`config.mk`:
```
export PLATFORM = sky130hd
export DESIGN_NAME = img_irq_gate
export DESIGN_NICKNAME = d
export VERILOG_FILES = /design/src/img_pkg.sv /design/src/img_flag_bank.sv /design/src/img_irq_gate.sv
export VERILOG_INCLUDE_DIRS = /design/src
export SDC_FILE = /design/constraint.sdc
export NUM_CORES = 1
export LEC_CHECK = 0
export ABC_AREA = 0
export BUFFER_PORTS_ARGS = -buffer_cell sky130_fd_sc_hd__buf_2
export CAP_MARGIN = 40
export CORE_MARGIN = 10
export CORE_UTILIZATION = 50
export DETAILED_ROUTE_END_ITERATION = 6
export PLACE_DENSITY_LB_ADDON = 0.3
export SYNTH_ARGS = -nofsm -noshare
export SYNTH_HDL_FRONTEND = slang
export SYNTH_SLANG_ARGS = --single-unit
```
`constraint.sdc`:
```
create_clock -name clk_sys -period 1.6 [get_ports clk_sys]
set_clock_uncertainty 0.2 [all_clocks]
set_input_delay 0.16 -clock clk_sys [delete_from_list [all_inputs] [get_ports clk_sys]]
set_output_delay 0.16 -clock clk_sys [all_outputs]
set_load 0.005 [all_outputs]
```
`src/img_defs.svh`:
```
// Purpose: Offsets, field positions and reset values of the interrupt gating block
// Assumes: 8-bit registers reached by an internal register port
// Notes:   Included by bare name
`ifndef IMG_DEFS_SVH
`define IMG_DEFS_SVH

// ==========================================================
// Register offsets
`define IMG_ADDR_MASK0     8'h07
`define IMG_ADDR_MASK1     8'h08
`define IMG_ADDR_MASK2     8'h09
`define IMG_ADDR_FLAG0     8'h0A
`define IMG_ADDR_FLAG1     8'h0B
`define IMG_ADDR_FLAG2     8'h0C

// ==========================================================
// Fields and reset values
`define IMG_SELF_CLR_BIT   7
`define IMG_MASK0_WMASK    8'h8B
`define IMG_MASK1_WMASK    8'h3F
`define IMG_MASK2_WMASK    8'h0E
`define IMG_FLAG0_USED     8'h0B
`define IMG_FLAG1_USED     8'h3F
`define IMG_FLAG2_USED     8'h0E
`define IMG_BYTE_RESET     8'h00

`endif

```
`src/img_pkg.sv`:
```
// Purpose: Shared types of the interrupt gating block
// Assumes: Nothing beyond the defs header
// Notes:   Constants live in img_defs.svh
package img_pkg;
  typedef logic [7:0] img_byte_t;
  typedef enum logic [1:0] {
    IMG_GRP0 = 2'h0,
    IMG_GRP1 = 2'h1,
    IMG_GRP2 = 2'h2
  } img_group_t;
endpackage : img_pkg

```
`src/img_flag_bank.sv`:
```
// Purpose: One condition-flag register with latched or self-clearing behaviour
// Assumes: Conditions are levels synchronous to clk_sys
// Notes:   Set beats a read-clear in the same cycle
`timescale 1ns/10ps
module img_flag_bank #(
  parameter int WIDTH = 8
) (
  input  wire logic             clk_sys,
  input  wire logic             rst,
  input  wire logic [WIDTH-1:0] condIn,
  input  wire logic             selfClear,
  input  wire logic             readClear,
  output logic      [WIDTH-1:0] flag_q
);

  generate
    if (WIDTH < 1 || WIDTH > 8) begin : g_bad_width
      $error("img_flag_bank: WIDTH must be 1 to 8");
    end
  endgenerate

  // ==========================================================
  // Flag update
  // A condition present in the clearing cycle keeps the flag set, so no event is lost
  always_ff @(posedge clk_sys or posedge rst) begin
    if (rst) begin
      flag_q <= '0;
    end else if (selfClear) begin
      flag_q <= condIn;                                       // see RULE4
    end else if (readClear) begin
      flag_q <= condIn;                                       // see RULE7
    end else begin
      flag_q <= flag_q | condIn;                              // see RULE3
    end
  end
endmodule : img_flag_bank

```
`src/img_irq_gate.sv`:
```
// Contract
// RULE1 - RW enable registers at 0x7, 0x8, 0x9 pick which paired flags may raise the interrupt.
// RULE2 - The interrupt is raised only by a set flag whose enable bit is one.
// RULE3 - With the self-clear bit (enable 0, bit 7) at zero, a set flag stays set until read.
// RULE4 - With self-clear at one, a flag clears by itself once its condition goes away.
// RULE5 - Enable 0: bit 3 attach status, bit 1 attach event, bit 0 measure done, all reset to 0.
// RULE6 - Enable 1: bits 5 to 0 gate limit UV, current limit, OV, UV, short and thermal, reset 0.
// RULE7 - Condition register 0 is read-only, and in latched mode a read clears all its flags; a flag with its condition present stays set.
// RULE8 - The interrupt is the OR of flag AND enable over all groups, one cycle after any change.
//
// Purpose: Enable registers, condition flags and gated interrupt output
// Assumes: Register port and condition inputs synchronous to clk_sys
// Notes:   Read data is registered and valid one cycle after the read strobe
`timescale 1ns/10ps
`include "img_defs.svh"
module img_irq_gate #(
  parameter int ADDR_W = 8
) (
  input  wire logic              clk_sys,
  input  wire logic              rst,
  input  wire logic [ADDR_W-1:0] regAddr,
  input  wire logic              regWrEn,
  input  wire logic [7:0]        regWrData,
  input  wire logic              regRdEn,
  input  wire logic [7:0]        condGroup0,
  input  wire logic [7:0]        condGroup1,
  input  wire logic [7:0]        condGroup2,
  output logic      [7:0]        regRdData_q,
  output logic                   regRdValid_q,
  output logic                   irqOut_q
);

  generate
    if (ADDR_W < 4 || ADDR_W > 8) begin : g_bad_addr
      $error("img_irq_gate: ADDR_W must be 4 to 8");
    end
  endgenerate

  // ==========================================================
  // Decode
  function automatic logic hit(input logic [ADDR_W-1:0] a, input logic [7:0] target);
    hit = (a == target[ADDR_W-1:0]);
  endfunction : hit

  img_pkg::img_byte_t enableGroup0_q;
  img_pkg::img_byte_t enableGroup1_q;
  img_pkg::img_byte_t enableGroup2_q;
  img_pkg::img_byte_t flagGroup0;
  img_pkg::img_byte_t flagGroup1;
  img_pkg::img_byte_t flagGroup2;
  logic               selfClear;
  logic               rdFlag0;
  logic               rdFlag1;
  logic               rdFlag2;
  logic               irqNext;

  assign selfClear = enableGroup0_q[`IMG_SELF_CLR_BIT];
  assign rdFlag0   = regRdEn && hit(regAddr, `IMG_ADDR_FLAG0);
  assign rdFlag1   = regRdEn && hit(regAddr, `IMG_ADDR_FLAG1);
  assign rdFlag2   = regRdEn && hit(regAddr, `IMG_ADDR_FLAG2);

  // ==========================================================
  // Enable registers
  // Unused bits are not stored so they read back as zero
  always_ff @(posedge clk_sys or posedge rst) begin
    if (rst) begin
      enableGroup0_q <= `IMG_BYTE_RESET;                      // see RULE5
      enableGroup1_q <= `IMG_BYTE_RESET;                      // see RULE6
      enableGroup2_q <= `IMG_BYTE_RESET;
    end else if (regWrEn) begin
      if (hit(regAddr, `IMG_ADDR_MASK0)) begin
        enableGroup0_q <= regWrData & `IMG_MASK0_WMASK;       // see RULE1
      end
      if (hit(regAddr, `IMG_ADDR_MASK1)) begin
        enableGroup1_q <= regWrData & `IMG_MASK1_WMASK;       // see RULE1
      end
      if (hit(regAddr, `IMG_ADDR_MASK2)) begin
        enableGroup2_q <= regWrData & `IMG_MASK2_WMASK;       // see RULE1
      end
    end
  end

  // ==========================================================
  // Condition flags; writes to them are ignored
  img_flag_bank #(.WIDTH(8)) u_flag0 (
    .clk_sys   (clk_sys),
    .rst       (rst),
    .condIn    (condGroup0 & `IMG_FLAG0_USED),
    .selfClear (selfClear),
    .readClear (rdFlag0),                                     // see RULE7
    .flag_q    (flagGroup0)
  );

  img_flag_bank #(.WIDTH(8)) u_flag1 (
    .clk_sys   (clk_sys),
    .rst       (rst),
    .condIn    (condGroup1 & `IMG_FLAG1_USED),
    .selfClear (selfClear),
    .readClear (rdFlag1),
    .flag_q    (flagGroup1)
  );

  img_flag_bank #(.WIDTH(8)) u_flag2 (
    .clk_sys   (clk_sys),
    .rst       (rst),
    .condIn    (condGroup2 & `IMG_FLAG2_USED),
    .selfClear (selfClear),
    .readClear (rdFlag2),
    .flag_q    (flagGroup2)
  );

  // ==========================================================
  // Interrupt output
  // Registered so the pin never glitches; costs one cycle of latency
  assign irqNext = |(flagGroup0 & enableGroup0_q & `IMG_FLAG0_USED)   // see RULE2
                 | |(flagGroup1 & enableGroup1_q)
                 | |(flagGroup2 & enableGroup2_q);

  always_ff @(posedge clk_sys or posedge rst) begin
    if (rst) begin
      irqOut_q <= 1'b0;
    end else begin
      irqOut_q <= irqNext;                                    // see RULE8
    end
  end

  // ==========================================================
  // Read port
  always_ff @(posedge clk_sys or posedge rst) begin
    if (rst) begin
      regRdData_q  <= `IMG_BYTE_RESET;
      regRdValid_q <= 1'b0;
    end else begin
      regRdValid_q <= regRdEn;
      if (regRdEn) begin
        if (hit(regAddr, `IMG_ADDR_MASK0)) begin
          regRdData_q <= enableGroup0_q;
        end else if (hit(regAddr, `IMG_ADDR_MASK1)) begin
          regRdData_q <= enableGroup1_q;
        end else if (hit(regAddr, `IMG_ADDR_MASK2)) begin
          regRdData_q <= enableGroup2_q;
        end else if (rdFlag0) begin
          regRdData_q <= flagGroup0;
        end else if (rdFlag1) begin
          regRdData_q <= flagGroup1;
        end else if (rdFlag2) begin
          regRdData_q <= flagGroup2;
        end else begin
          regRdData_q <= `IMG_BYTE_RESET;
        end
      end
    end
  end
endmodule : img_irq_gate

```
==> results.py, run 1 <==
metrics = {
    "run_status": {
        "status": "finished clean",
    },
    "global_route": {
        "grt.busiest_layer": "met2",
        "grt_util_met2_pct": 26.70,
        "grt_pass1_vias": 1532,
        "grt_remaining_overflow": 0,
        "met3_usage_pct": 5.300,
        "grt_first_pass_wirelength_um": 7383,
        "grt.total_usage_pct": 15.22,
        "met1_usage_pct": 15.89,
        "grt_max_degree": 36,
        "antenna_found_initial": 0,
    },
    "yosys": {
        "syn_area_mm2": 0.001679,
        "synth_top_area_share_pct": 52.16,
        "syn_nets": 172,
        "yosys-top-cells-area": "dfrtp_1 52%, mux2_4 6.3%, a21o_1 5.4%",
        "ys_warn_count": 0,
        "synth_cells": 128,
        "synthTopCellsByCount": "35 x dfrtp_1, 12 x a21o_1, 7 x mux2_2, 7 x mux2_4",
        "syn_avg_cell_area_um2": 13.12,
        "synth-main-ff-cell": "dfrtp_1",
        "synth_top_area_cell": "dfrtp_1",
        "synthArstFlopShare_pct": 100.0,
        "yosys_register_bits": 35,
        "ys_seq_area_share_pct": 52.16,
        "synth.most_common_cell": "dfrtp_1",
        "synth_edf_count": 0,
        "post_synth_num_cell_types": 38,
    },
    "setup_path": {
        "r2r_start": "u_flag1.flag_q[0]$_DFF_PP0_",
        "path_class": "input port to register",
        "reg2reg_slack_ns": 0.05,
        "slowest_stage": "dlygate4sd3_1",
        "cp.required_ns": 1.65,
        "cp.buffers_inverters": 2,
        "path_delay_family": "buffers and inverters",
        "endpoint_kind": "register",
        "cp-startpoint": "regRdEn",
        "reg2reg_to": "regRdData_q[0]$_DFFE_PP0P_",
        "setup.worst_path.start_class": "input port",
        "rr_worst_depth": 4,
        "worstPathCellList": "dlygate4sd3_1 > clkbuf_4 > and2_1 > and4_4 > a22oi_1 > o31ai_2",
        "cp_data_arrival_time_ns": 1.61,
        "cp.depth": 6,
        "cpPeakStageDelay_ns": 0.52,
        "crit_fanout": 6,
    },
    "detailed_routing": {
        "wirelength_um": 4474,
        "ant_nets": 0,
        "via_count": 1374,
        "drtIter0Drc": 81,
        "drc": 0,
        "avgViaCountPerCell": 5.518,
        "first_pass_iters": 4,
        "wl_per_cell_um": 17.97,
    },
    "layout": {
        "fin_cells": 249,
        "layout-drive-gt1-share_pct": 41.95,
        "n_antenna_cell": 0,
        "area_growth_pct": 35.84,
        "nets": 248,
        "stdcell_area_mm2": 0.002281,
    },
    "clock_tree": {
        "cts_max_level": 2,
        "clock_sinks": 35,
        "cts_buffer_depth": 2,
        "cts_made_buffers": 5,
        "clock_latency_ns": 0.34,
        "clk_pin_slew_ns": 0.10,
        "cts_tree": "yes",
        "cts_root_buffer": "clkbuf_4",
    },
    "place": {
        "gp_congestion": 0.9096,
        "dp.cells": 219,
        "numPortBuffers": 40,
        "pre_cts_slack_ns": -0.1589,
        "place_area_mm2": 0.001991,
        "dp_hpwl_um": 3157,
    },
    "timing": {
        "setup_ws_ns": 0.03538,
        "tns_ns": 0,
        "fmax_mhz": 639.1,
        "setup_violations": 0,
        "final-hold-violation-count": 0,
        "rsz0062_at_grt": "false",
        "drv_slew": 0,
        "tightestPinTransition_ns": 0.4257,
        "slew-limit-headroom_pct": 71.62,
        "period_share_pct": 97.79,
        "min_period_ns": 1.565,
    },
    "power": {
        "ir_worst_vdd_v": 0.0005502,
        "leakagePower_uw": 0.001070,
        "p_per_area_mw_per_mm2": 781.7,
        "power.total_uw": 1783,
    },
    "floorplan": {
        "dieWidth_um": 77.95,
        "core_area_mm2": 0.003128,
        "initial_core_util_pct": 53.68,
        "pin_count": 54,
        "die_h_um": 77.95,
        "fp.dieArea_mm2": 0.006076,
        "rows": 20,
    },
    "job": {
        "drv_cap": 0,
    },
    "hold_path": {
        "hold_path_startpoint": "regWrEn",
        "min_path_type": "input port to register",
        "min_to": "enableGroup0_q[3]$_DFFE_PP0P_",
        "hold_depth": 3,
    },
}
metal layers:
layer  share of wire, %  wire [um]
met1                 40       1791
met4                2.4        108
met3                6.5        290
met5                  0          0
met2                 51       2284
cells in the final DEF, fill, tap and decap left out, types with 2 or more instances in the layout:
master	instances
o21ai_0	5
nor2b_1	3
nand3_1	5
mux2_2	7
dfrtp_1	35
inv_1	5
and3b_1	2
mux2_4	7
mux2i_1	3
clkbuf_8	2
a22oi_1	5
dlygate4sd3_1	21
clkbuf_4	6
buf_2	39
nor2_1	3
a22o_1	5
a21o_1	12
buf_4	14
a31oi_1	3
a221oi_1	3
kinds of logic (layout without fill, tap and decap cells):
group / after synthesis / after routing / share of synthesized area [%]
AOI/OAI and AO/OA: 39 / 39 / 18.63
buffers and inverters: 11 / 88 / 4.098
DFF: 35 / 35 / 52.16
muxes: 17 / 17 / 12.74
and+or+nand+nor: 26 / 26 / 12.37
stage by stage:
step	util (%)	hold slack, ns
final	72.92	0.04904
after global routing	72.92	0.04747
after CTS	72.56	0.03580
after detailed placement	63.64	0.07853
after global placement	63.64	0.06175
after floorplan	-	-0.008570
state kept, by name, summed over array words and instances, names as in the netlist:
register / cells
irqOut_q: 1
enableGroup2_q: 3
regRdValid_q: 1
enableGroup0_q: 4
regRdData_q: 8
u_flag2.flag_q: 3
enableGroup1_q: 6
u_flag1.flag_q: 6
u_flag0.flag_q: 3
worst min-delay path, stage by stage:
cell and delay, ns:
buf_2 0.14, nand2_4 0.11, mux2_4 0.15
cell type report:
class	instances	area, um^2
fillers	219	847.1
repair buffers	75	518.0
clock buffers	8	68.82
well taps	44	55.05
flip-flops and latches	35	875.8
multi-input cells	82	744.5
inverters	5	18.77
timing repair:
action,4_1_cts,5_1_grt
setup endpoints to repair,0,3
resized for setup,0,2
hold endpoints to repair,62,0
hold buffers,21,0
setup buffers,0,1
worst max path at each step:
stage,end
global route,regRdData_q[3]$_DFFE_PP0P_
global placement,enableGroup2_q[2]$_DFFE_PP0P_
CTS,regRdData_q[3]$_DFFE_PP0P_
detailed placement,enableGroup2_q[2]$_DFFE_PP0P_
finish,regRdData_q[3]$_DFFE_PP0P_
floorplan,enableGroup2_q[1]$_DFFE_PP0P_
where the power goes:
group          internal (uW)  leakage, uW  total, uW  switching (uW)
sequential               928     0.000422        964            35.8
clock                    259    0.0000386        553             294
combinational            152     0.000610        267             114
Note: power is estimated with default switching activity, not from simulation.
==> run 2, diff against run 1 <==
--- a/config.mk
+++ b/config.mk
@@ -6,9 +6,8 @@
 export SDC_FILE = /design/constraint.sdc
 export NUM_CORES = 1
 export LEC_CHECK = 0
-export ABC_AREA = 0
+export ABC_AREA = 1
 export BUFFER_PORTS_ARGS = -buffer_cell sky130_fd_sc_hd__buf_2
-export CAP_MARGIN = 40
 export CORE_MARGIN = 10
 export CORE_UTILIZATION = 50
 export DETAILED_ROUTE_END_ITERATION = 6
==> run 2 against run 1 <==
  * Non-clock buffer count increased by 9
  * Global-route usage shrank 0.29 points
  * Synthesized cell count increased by 52%
  * Largest power group unchanged
==> results.py, run 2 <==
metrics = {
    "layout": {
        "fill_cells": 274,
        "final_cell_mix": "57 x nand2_1, 39 x buf_2, 35 x dfrtp_1",
        "regMostFlops": "regRdData_q",
        "layout_commonest_cell": "nand2_1",
        "nets": 328,
        "reg_top3": "regRdData_q x8, enableGroup1_q x6, u_flag1.flag_q x6",
        "layout-drive-gt1-share_pct": 32.86,
        "largest_reg_flops": 8,
        "utilization_pct": 73.08,
        "n_antenna_cell": 0,
        "area_growth_pct": 41.64,
    },
    "job": {
        "drv_cap": 0,
    },
    "timing": {
        "drv_slew": 0,
        "final-hold-violation-count": 0,
        "setup_ws_ns": 0.07074,
        "setup_violations": 0,
        "tns_ns": 0,
        "fmax_mhz": 653.9,
        "min_period_ns": 1.529,
        "period_share_pct": 95.58,
        "tightestPinTransition_ns": 0.4239,
        "slew-limit-headroom_pct": 71.74,
    },
    "setup_path": {
        "setup.worst_path.start_class": "input port",
        "crit_fanout": 10,
        "path_common_cell": "dlygate4sd3_1",
        "path_delay_family": "buffers and inverters",
        "slowest_stage": "dlygate4sd3_1",
        "cp_data_arrival_time_ns": 1.57,
        "cp.buffers_inverters": 3,
        "worstPathCellList": "dlygate4sd3_1 > buf_6 > nand2_8 > nand2_1 > o21ai_1 > dlygate4sd3_1",
        "cp.required_ns": 1.64,
        "cpPeakStageDelay_ns": 0.54,
        "path_class": "input port to register",
        "endpoint_kind": "register",
        "reg2reg_slack_ns": 0.20,
    },
    "floorplan": {
        "dieWidth_um": 78.68,
        "fp.dieArea_mm2": 0.006191,
        "initial_core_util_pct": 51.59,
        "die_h_um": 78.68,
        "core_area_mm2": 0.003337,
        "rows": 21,
        "pin_count": 54,
    },
    "yosys": {
        "synthArstFlopShare_pct": 100.0,
        "syn_area_mm2": 0.001722,
        "post_synth_num_cell_types": 29,
        "synth_edf_count": 0,
        "synth-main-ff-cell": "dfrtp_1",
        "synth_top_area_share_pct": 50.87,
        "synth.most_common_cell": "nand2_1",
        "syn_nets": 238,
        "ys_warn_count": 0,
        "synth_top_area_cell": "dfrtp_1",
        "yosys-top-cells-area": "dfrtp_1 51%, nand2_1 12%, a31o_2 4.1%",
        "ys_seq_area_share_pct": 50.87,
        "syn_avg_cell_area_um2": 8.874,
        "yosys_register_bits": 35,
        "synthTopCellsByCount": "57 x nand2_1, 35 x dfrtp_1, 18 x inv_1",
        "synth_cells": 194,
    },
    "clock_tree": {
        "clock_sinks": 35,
        "cts_buffer_depth": 2,
        "clock_latency_ns": 0.35,
        "clk_pin_slew_ns": 0.10,
        "cts_max_level": 2,
        "cts_root_buffer": "clkbuf_4",
        "cts_made_buffers": 5,
        "cts_tree": "yes",
    },
    "power": {
        "leakagePower_uw": 0.001284,
        "seqPwrFrac_pct": 58.0,
        "combPwrFrac_pct": 15.6,
        "switching_share_pct": 26.34,
        "p_per_area_mw_per_mm2": 677.2,
        "clkPwrFrac_pct": 26.5,
        "ir_worst_vdd_v": 0.0005457,
        "net-switching-power_uw": 434.9,
        "p_int_uw": 1217,
    },
    "run_status": {
        "status": "finished clean",
    },
    "global_route": {
        "grt_first_pass_wirelength_um": 7389,
        "grt_remaining_overflow": 0,
        "grt_pass1_vias": 1631,
        "antenna_found_initial": 0,
        "grt_max_degree": 36,
        "grt.total_usage_pct": 14.93,
    },
    "hold_path": {
        "min_path_type": "input port to register",
    },
    "detailed_routing": {
        "drc": 0,
        "wirelength_um": 4476,
        "ant_nets": 0,
        "drtIter0Drc": 114,
        "avgViaCountPerCell": 5.058,
        "wl_per_cell_um": 13.60,
        "first_pass_iters": 4,
        "via_count": 1664,
    },
    "place": {
        "dp_hpwl_um": 3252,
        "pre_cts_slack_ns": 0.02416,
        "gp_congestion": 0.9057,
        "numPortBuffers": 40,
    },
}
==> run 2: cells by family after synthesis <==
group | share of synthesized area (%)
buffers and inverters | 5.886
and+or+nand+nor | 28.56
AOI/OAI and AO/OA | 12.94
muxes | 1.744
DFF | 50.87
==> run 2: routing by layer <==
layer	track usage, %	vias up	part of all wire [%]	wire [um]
met2	24.26	66	50	2245
met4	6.989	0	2.5	112
met1	17.04	760	40	1795
li1	-	829	-	-
met3	5.581	9	7.2	323
met5	0	-	0	0
==> run 2: final timing paths <==
path	to	depth (start not counted)	start
max reg2reg	enableGroup1_q[0]$_DFFE_PP0P_	3	enableGroup1_q[0]$_DFFE_PP0P_
min reg2reg	regRdData_q[1]$_DFFE_PP0P_	2	regRdData_q[1]$_DFFE_PP0P_
min	u_flag1.flag_q[1]$_DFF_PP0_	3	regAddr[0]
max in group asynchronous	regRdValid_q$_DFF_PP0_	4	rst
min in group asynchronous	enableGroup0_q[0]$_DFFE_PP0P_	4	rst
max	enableGroup1_q[0]$_DFFE_PP0P_	6	regWrEn
==> run 2: area by class of cell <==
type / instances / area [um^2] / share of cell area (%)
clock inverter: 1 / 7.507 / 0.3079
sequential: 35 / 875.8 / 35.92
inverter: 26 / 100.1 / 4.105
clock buffer: 5 / 37.54 / 1.539
timing repair buffer: 84 / 601.8 / 24.68
multi-input combinational: 132 / 758.2 / 31.09
tap: 46 / 57.56 / 2.360
==> run 2: worst register-to-register path: stages (launching register included) <==
cell and delay (ns):
dfrtp_1 0.42, nand2_1 0.08, o21ai_1 0.05, dlygate4sd3_1 0.54
==> run 2: through the flow <==
stage	instances	area (um^2)	power (uW)	hold slack (ns)
4_1_cts	326	2394	1649	0.1067
3_3_place_gp	294	2088	1173	0.07132
5_1_grt	329	2439	1729	0.1196
6_report	329	2439	1651	0.1180
2_1_floorplan	194	1722	1074	-0.008570
3_5_place_dp	294	2088	1177	0.07271
==> run 2: power by group through the flow <==
| stage | Sequential, uW | Clock, uW | Combinational (uW) |
|---|---|---|---|
| 2_1_floorplan | 967 | 0 | 108 |
| 3_3_place_gp | 973 | 0 | 201 |
| 3_5_place_dp | 974 | 0 | 203 |
| 4_1_cts | 956 | 444 | 250 |
| 5_1_grt | 961 | 482 | 285 |
| 6_report | 957 | 437 | 257 |
==> run 2: repair_timing <==
| action | CTS | global route |
|---|---|---|
| setup buffers | 0 | 3 |
| gates resized for setup | 0 | 5 |
| hold buffers | 26 | 0 |
| hold endpoints to repair | 69 | 0 |
| endpoints found under the setup margin | 0 | 1 |
==> run 3, diff against run 2 <==
--- a/config.mk
+++ b/config.mk
@@ -9,7 +9,7 @@
 export ABC_AREA = 1
 export BUFFER_PORTS_ARGS = -buffer_cell sky130_fd_sc_hd__buf_2
 export CORE_MARGIN = 10
-export CORE_UTILIZATION = 50
+export CORE_UTILIZATION = 45
 export DETAILED_ROUTE_END_ITERATION = 6
 export PLACE_DENSITY_LB_ADDON = 0.3
 export SYNTH_ARGS = -nofsm -noshare
==> constraint.sdc (replaced) <==
create_clock -name clk_sys -period 1.3 [get_ports clk_sys]
set_clock_uncertainty 0.2 [all_clocks]
set_input_delay 0.13 -clock clk_sys [delete_from_list [all_inputs] [get_ports clk_sys]]
set_output_delay 0.13 -clock clk_sys [all_outputs]
set_load 0.005 [all_outputs]
==> run 3 against run 2 <==
  * Via count rose by 3.2%
  * Sequential share of layout area fell by 3.4 points
  * Highest routed layer unchanged
  * Design area rose by 11%
  * Cell count increased by 6.1%
  * Hold slack worse by 0.019 ns
  * Non-clock buffer count rose by 16
  * Count of clock-buffer cells in the layout increased by 1
  * Power increased by 41%
  * Combinational power grew 52%
  * Setup slack got worse by 0.062 ns
==> results.py, run 3 (synthesized netlist as in run 2, its figures left out) <==
metrics = {
    "detailed_routing": {
        "drtIter0Drc": 82,
        "avgViaCountPerCell": 4.923,
        "wirelength_um": 5100,
        "drc": 0,
        "via_count": 1718,
        "first_pass_iters": 4,
        "ant_nets": 0,
        "wl_per_cell_um": 14.61,
    },
    "clock_tree": {
        "cts_root_buffer": "clkbuf_8",
        "cts_made_buffers": 5,
        "cts_max_level": 2,
        "cts_tree": "yes",
        "clock_latency_ns": 0.29,
        "clk_pin_slew_ns": 0.07,
        "post_cts_buffers": 0,
        "clock_sinks": 35,
        "cts_buffer_depth": 2,
    },
    "layout": {
        "final_cell_mix": "56 x nand2_1, 40 x buf_2, 35 x dfrtp_1",
        "fill_cells": 281,
        "seq_area_um2": 875.8,
        "nets": 344,
        "regMostFlops": "regRdData_q",
        "reg_top3": "regRdData_q x8, enableGroup1_q x6, u_flag1.flag_q x6",
        "layout_commonest_cell": "nand2_1",
        "multi_input_area_um2": 812.0,
        "area_growth_pct": 56.69,
        "largest_reg_flops": 8,
        "layout-drive-gt1-share_pct": 40.53,
        "n_antenna_cell": 0,
    },
    "setup_path": {
        "setup.worst_path.start_class": "register",
        "crit_fanout": 2,
        "cp.required_ns": 1.26,
        "endpoint_kind": "register",
        "cp_data_arrival_time_ns": 1.25,
        "path_class": "register to register",
    },
    "timing": {
        "rsz0062_at_grt": "true",
        "slew-limit-headroom_pct": 82.32,
        "tightestPinTransition_ns": 0.2628,
        "setup_violations": 0,
        "tns_ns": 0,
        "drv_slew": 0,
        "setup_ws_ns": 0.008836,
        "period_share_pct": 99.32,
        "final-hold-violation-count": 0,
        "fmax_mhz": 774.5,
        "min_period_ns": 1.291,
    },
    "run_status": {
        "status": "finished clean",
    },
    "power": {
        "leakagePower_uw": 0.001410,
        "ir_worst_vdd_v": 0.0007608,
        "p_per_area_mw_per_mm2": 864.1,
    },
    "place": {
        "numPortBuffers": 40,
        "gp_congestion": 0.8622,
        "pre_cts_slack_ns": -0.2160,
        "dp_hpwl_um": 3755,
    },
    "global_route": {
        "antenna_found_initial": 0,
        "grt_first_pass_wirelength_um": 8742,
        "grt_pass1_vias": 1874,
        "grt.total_usage_pct": 16.84,
        "grt_remaining_overflow": 0,
        "grt_max_degree": 36,
    },
    "floorplan": {
        "pin_count": 54,
        "core_area_mm2": 0.003689,
        "dieWidth_um": 81.86,
        "fp.dieArea_mm2": 0.006700,
        "die_h_um": 81.86,
        "initial_core_util_pct": 46.68,
        "rows": 22,
    },
    "job": {
        "drv_cap": 0,
    },
    "hold_path": {
        "min_path_type": "input port to register",
    },
}
run 3: area by class of cell:
class | count | share of cell area, %
Clock buffer | 6 | 2.690
Sequential cell | 35 | 32.47
Inverter | 26 | 4.406
Clock inverter | 2 | 0.4638
Timing Repair Buffer | 100 | 27.64
Tap cell | 48 | 2.226
Multi-Input combinational cell | 132 | 30.10
run 3: worst paths after layout:
| kind | end | cells after the start | start | slack [ns] |
|---|---|---|---|---|
| setup / recovery | irqOut_q$_DFF_PP0_ | 3 | enableGroup2_q[2]$_DFFE_PP0P_ | 0.009 |
| hold / removal | regRdData_q[3]$_DFFE_PP0P_ | 5 | regRdEn | 0.1 |
| setup reg to reg | irqOut_q$_DFF_PP0_ | 3 | enableGroup2_q[2]$_DFFE_PP0P_ | 0.009 |
| hold reg to reg | regRdData_q[7]$_DFFE_PP0P_ | 2 | regRdData_q[7]$_DFFE_PP0P_ | 0.28 |
| max in group asynchronous | u_flag1.flag_q[1]$_DFF_PP0_ | 4 | rst | 0.49 |
| min in group asynchronous | regRdValid_q$_DFF_PP0_ | 4 | rst | 0.23 |
run 3: stage by stage:
step / total power [uW] / hold WS (ns) / area [um^2] / utilization (%) / cells
finish: 2331 / 0.09857 / 2698 / 73.13 / 349
floorplan: 1333 / -0.03857 / 1772 / - / 194
CTS: 2340 / 0.09245 / 2663 / 72.18 / 349
global placement: 1512 / -0.01216 / 2338 / 63.40 / 319
global route: 2435 / 0.1335 / 2698 / 73.13 / 349
detailed placement: 1519 / -0.008681 / 2338 / 63.40 / 319
run 3: worst max-delay path, cell delays in order (launching register included):
cell and delay [ns]:
dfrtp_1 0.38, a22o_1 0.24, a221oi_2 0.21, nand3_1 0.12
run 3: layer usage:
| layer | track usage (%) | vias up | part of all wire (%) |
|---|---|---|---|
| met1 | 19.70 | 800 | 42 |
| met4 | 6.803 | 0 | 1.3 |
| met2 | 28.68 | 49 | 49 |
| li1 | - | 860 | - |
| met3 | 4.367 | 9 | 7.1 |
| met5 | 0 | - | 0 |
run 3: repair_timing:
item / 4_1_cts / 5_1_grt
hold endpoints to repair: 61 / 0
resized for setup: 3 / 9
endpoints found under the setup margin: 1 / 16
cloned: 0 / 0
pin swaps: 2 / 5
hold buffers: 22 / 0
run 3: report_power, final:
group | internal [uW] | switching, uW | total (uW)
sequential | 1140 | 38.8 | 1180
clock | 374 | 388 | 761
combinational | 210 | 180 | 390
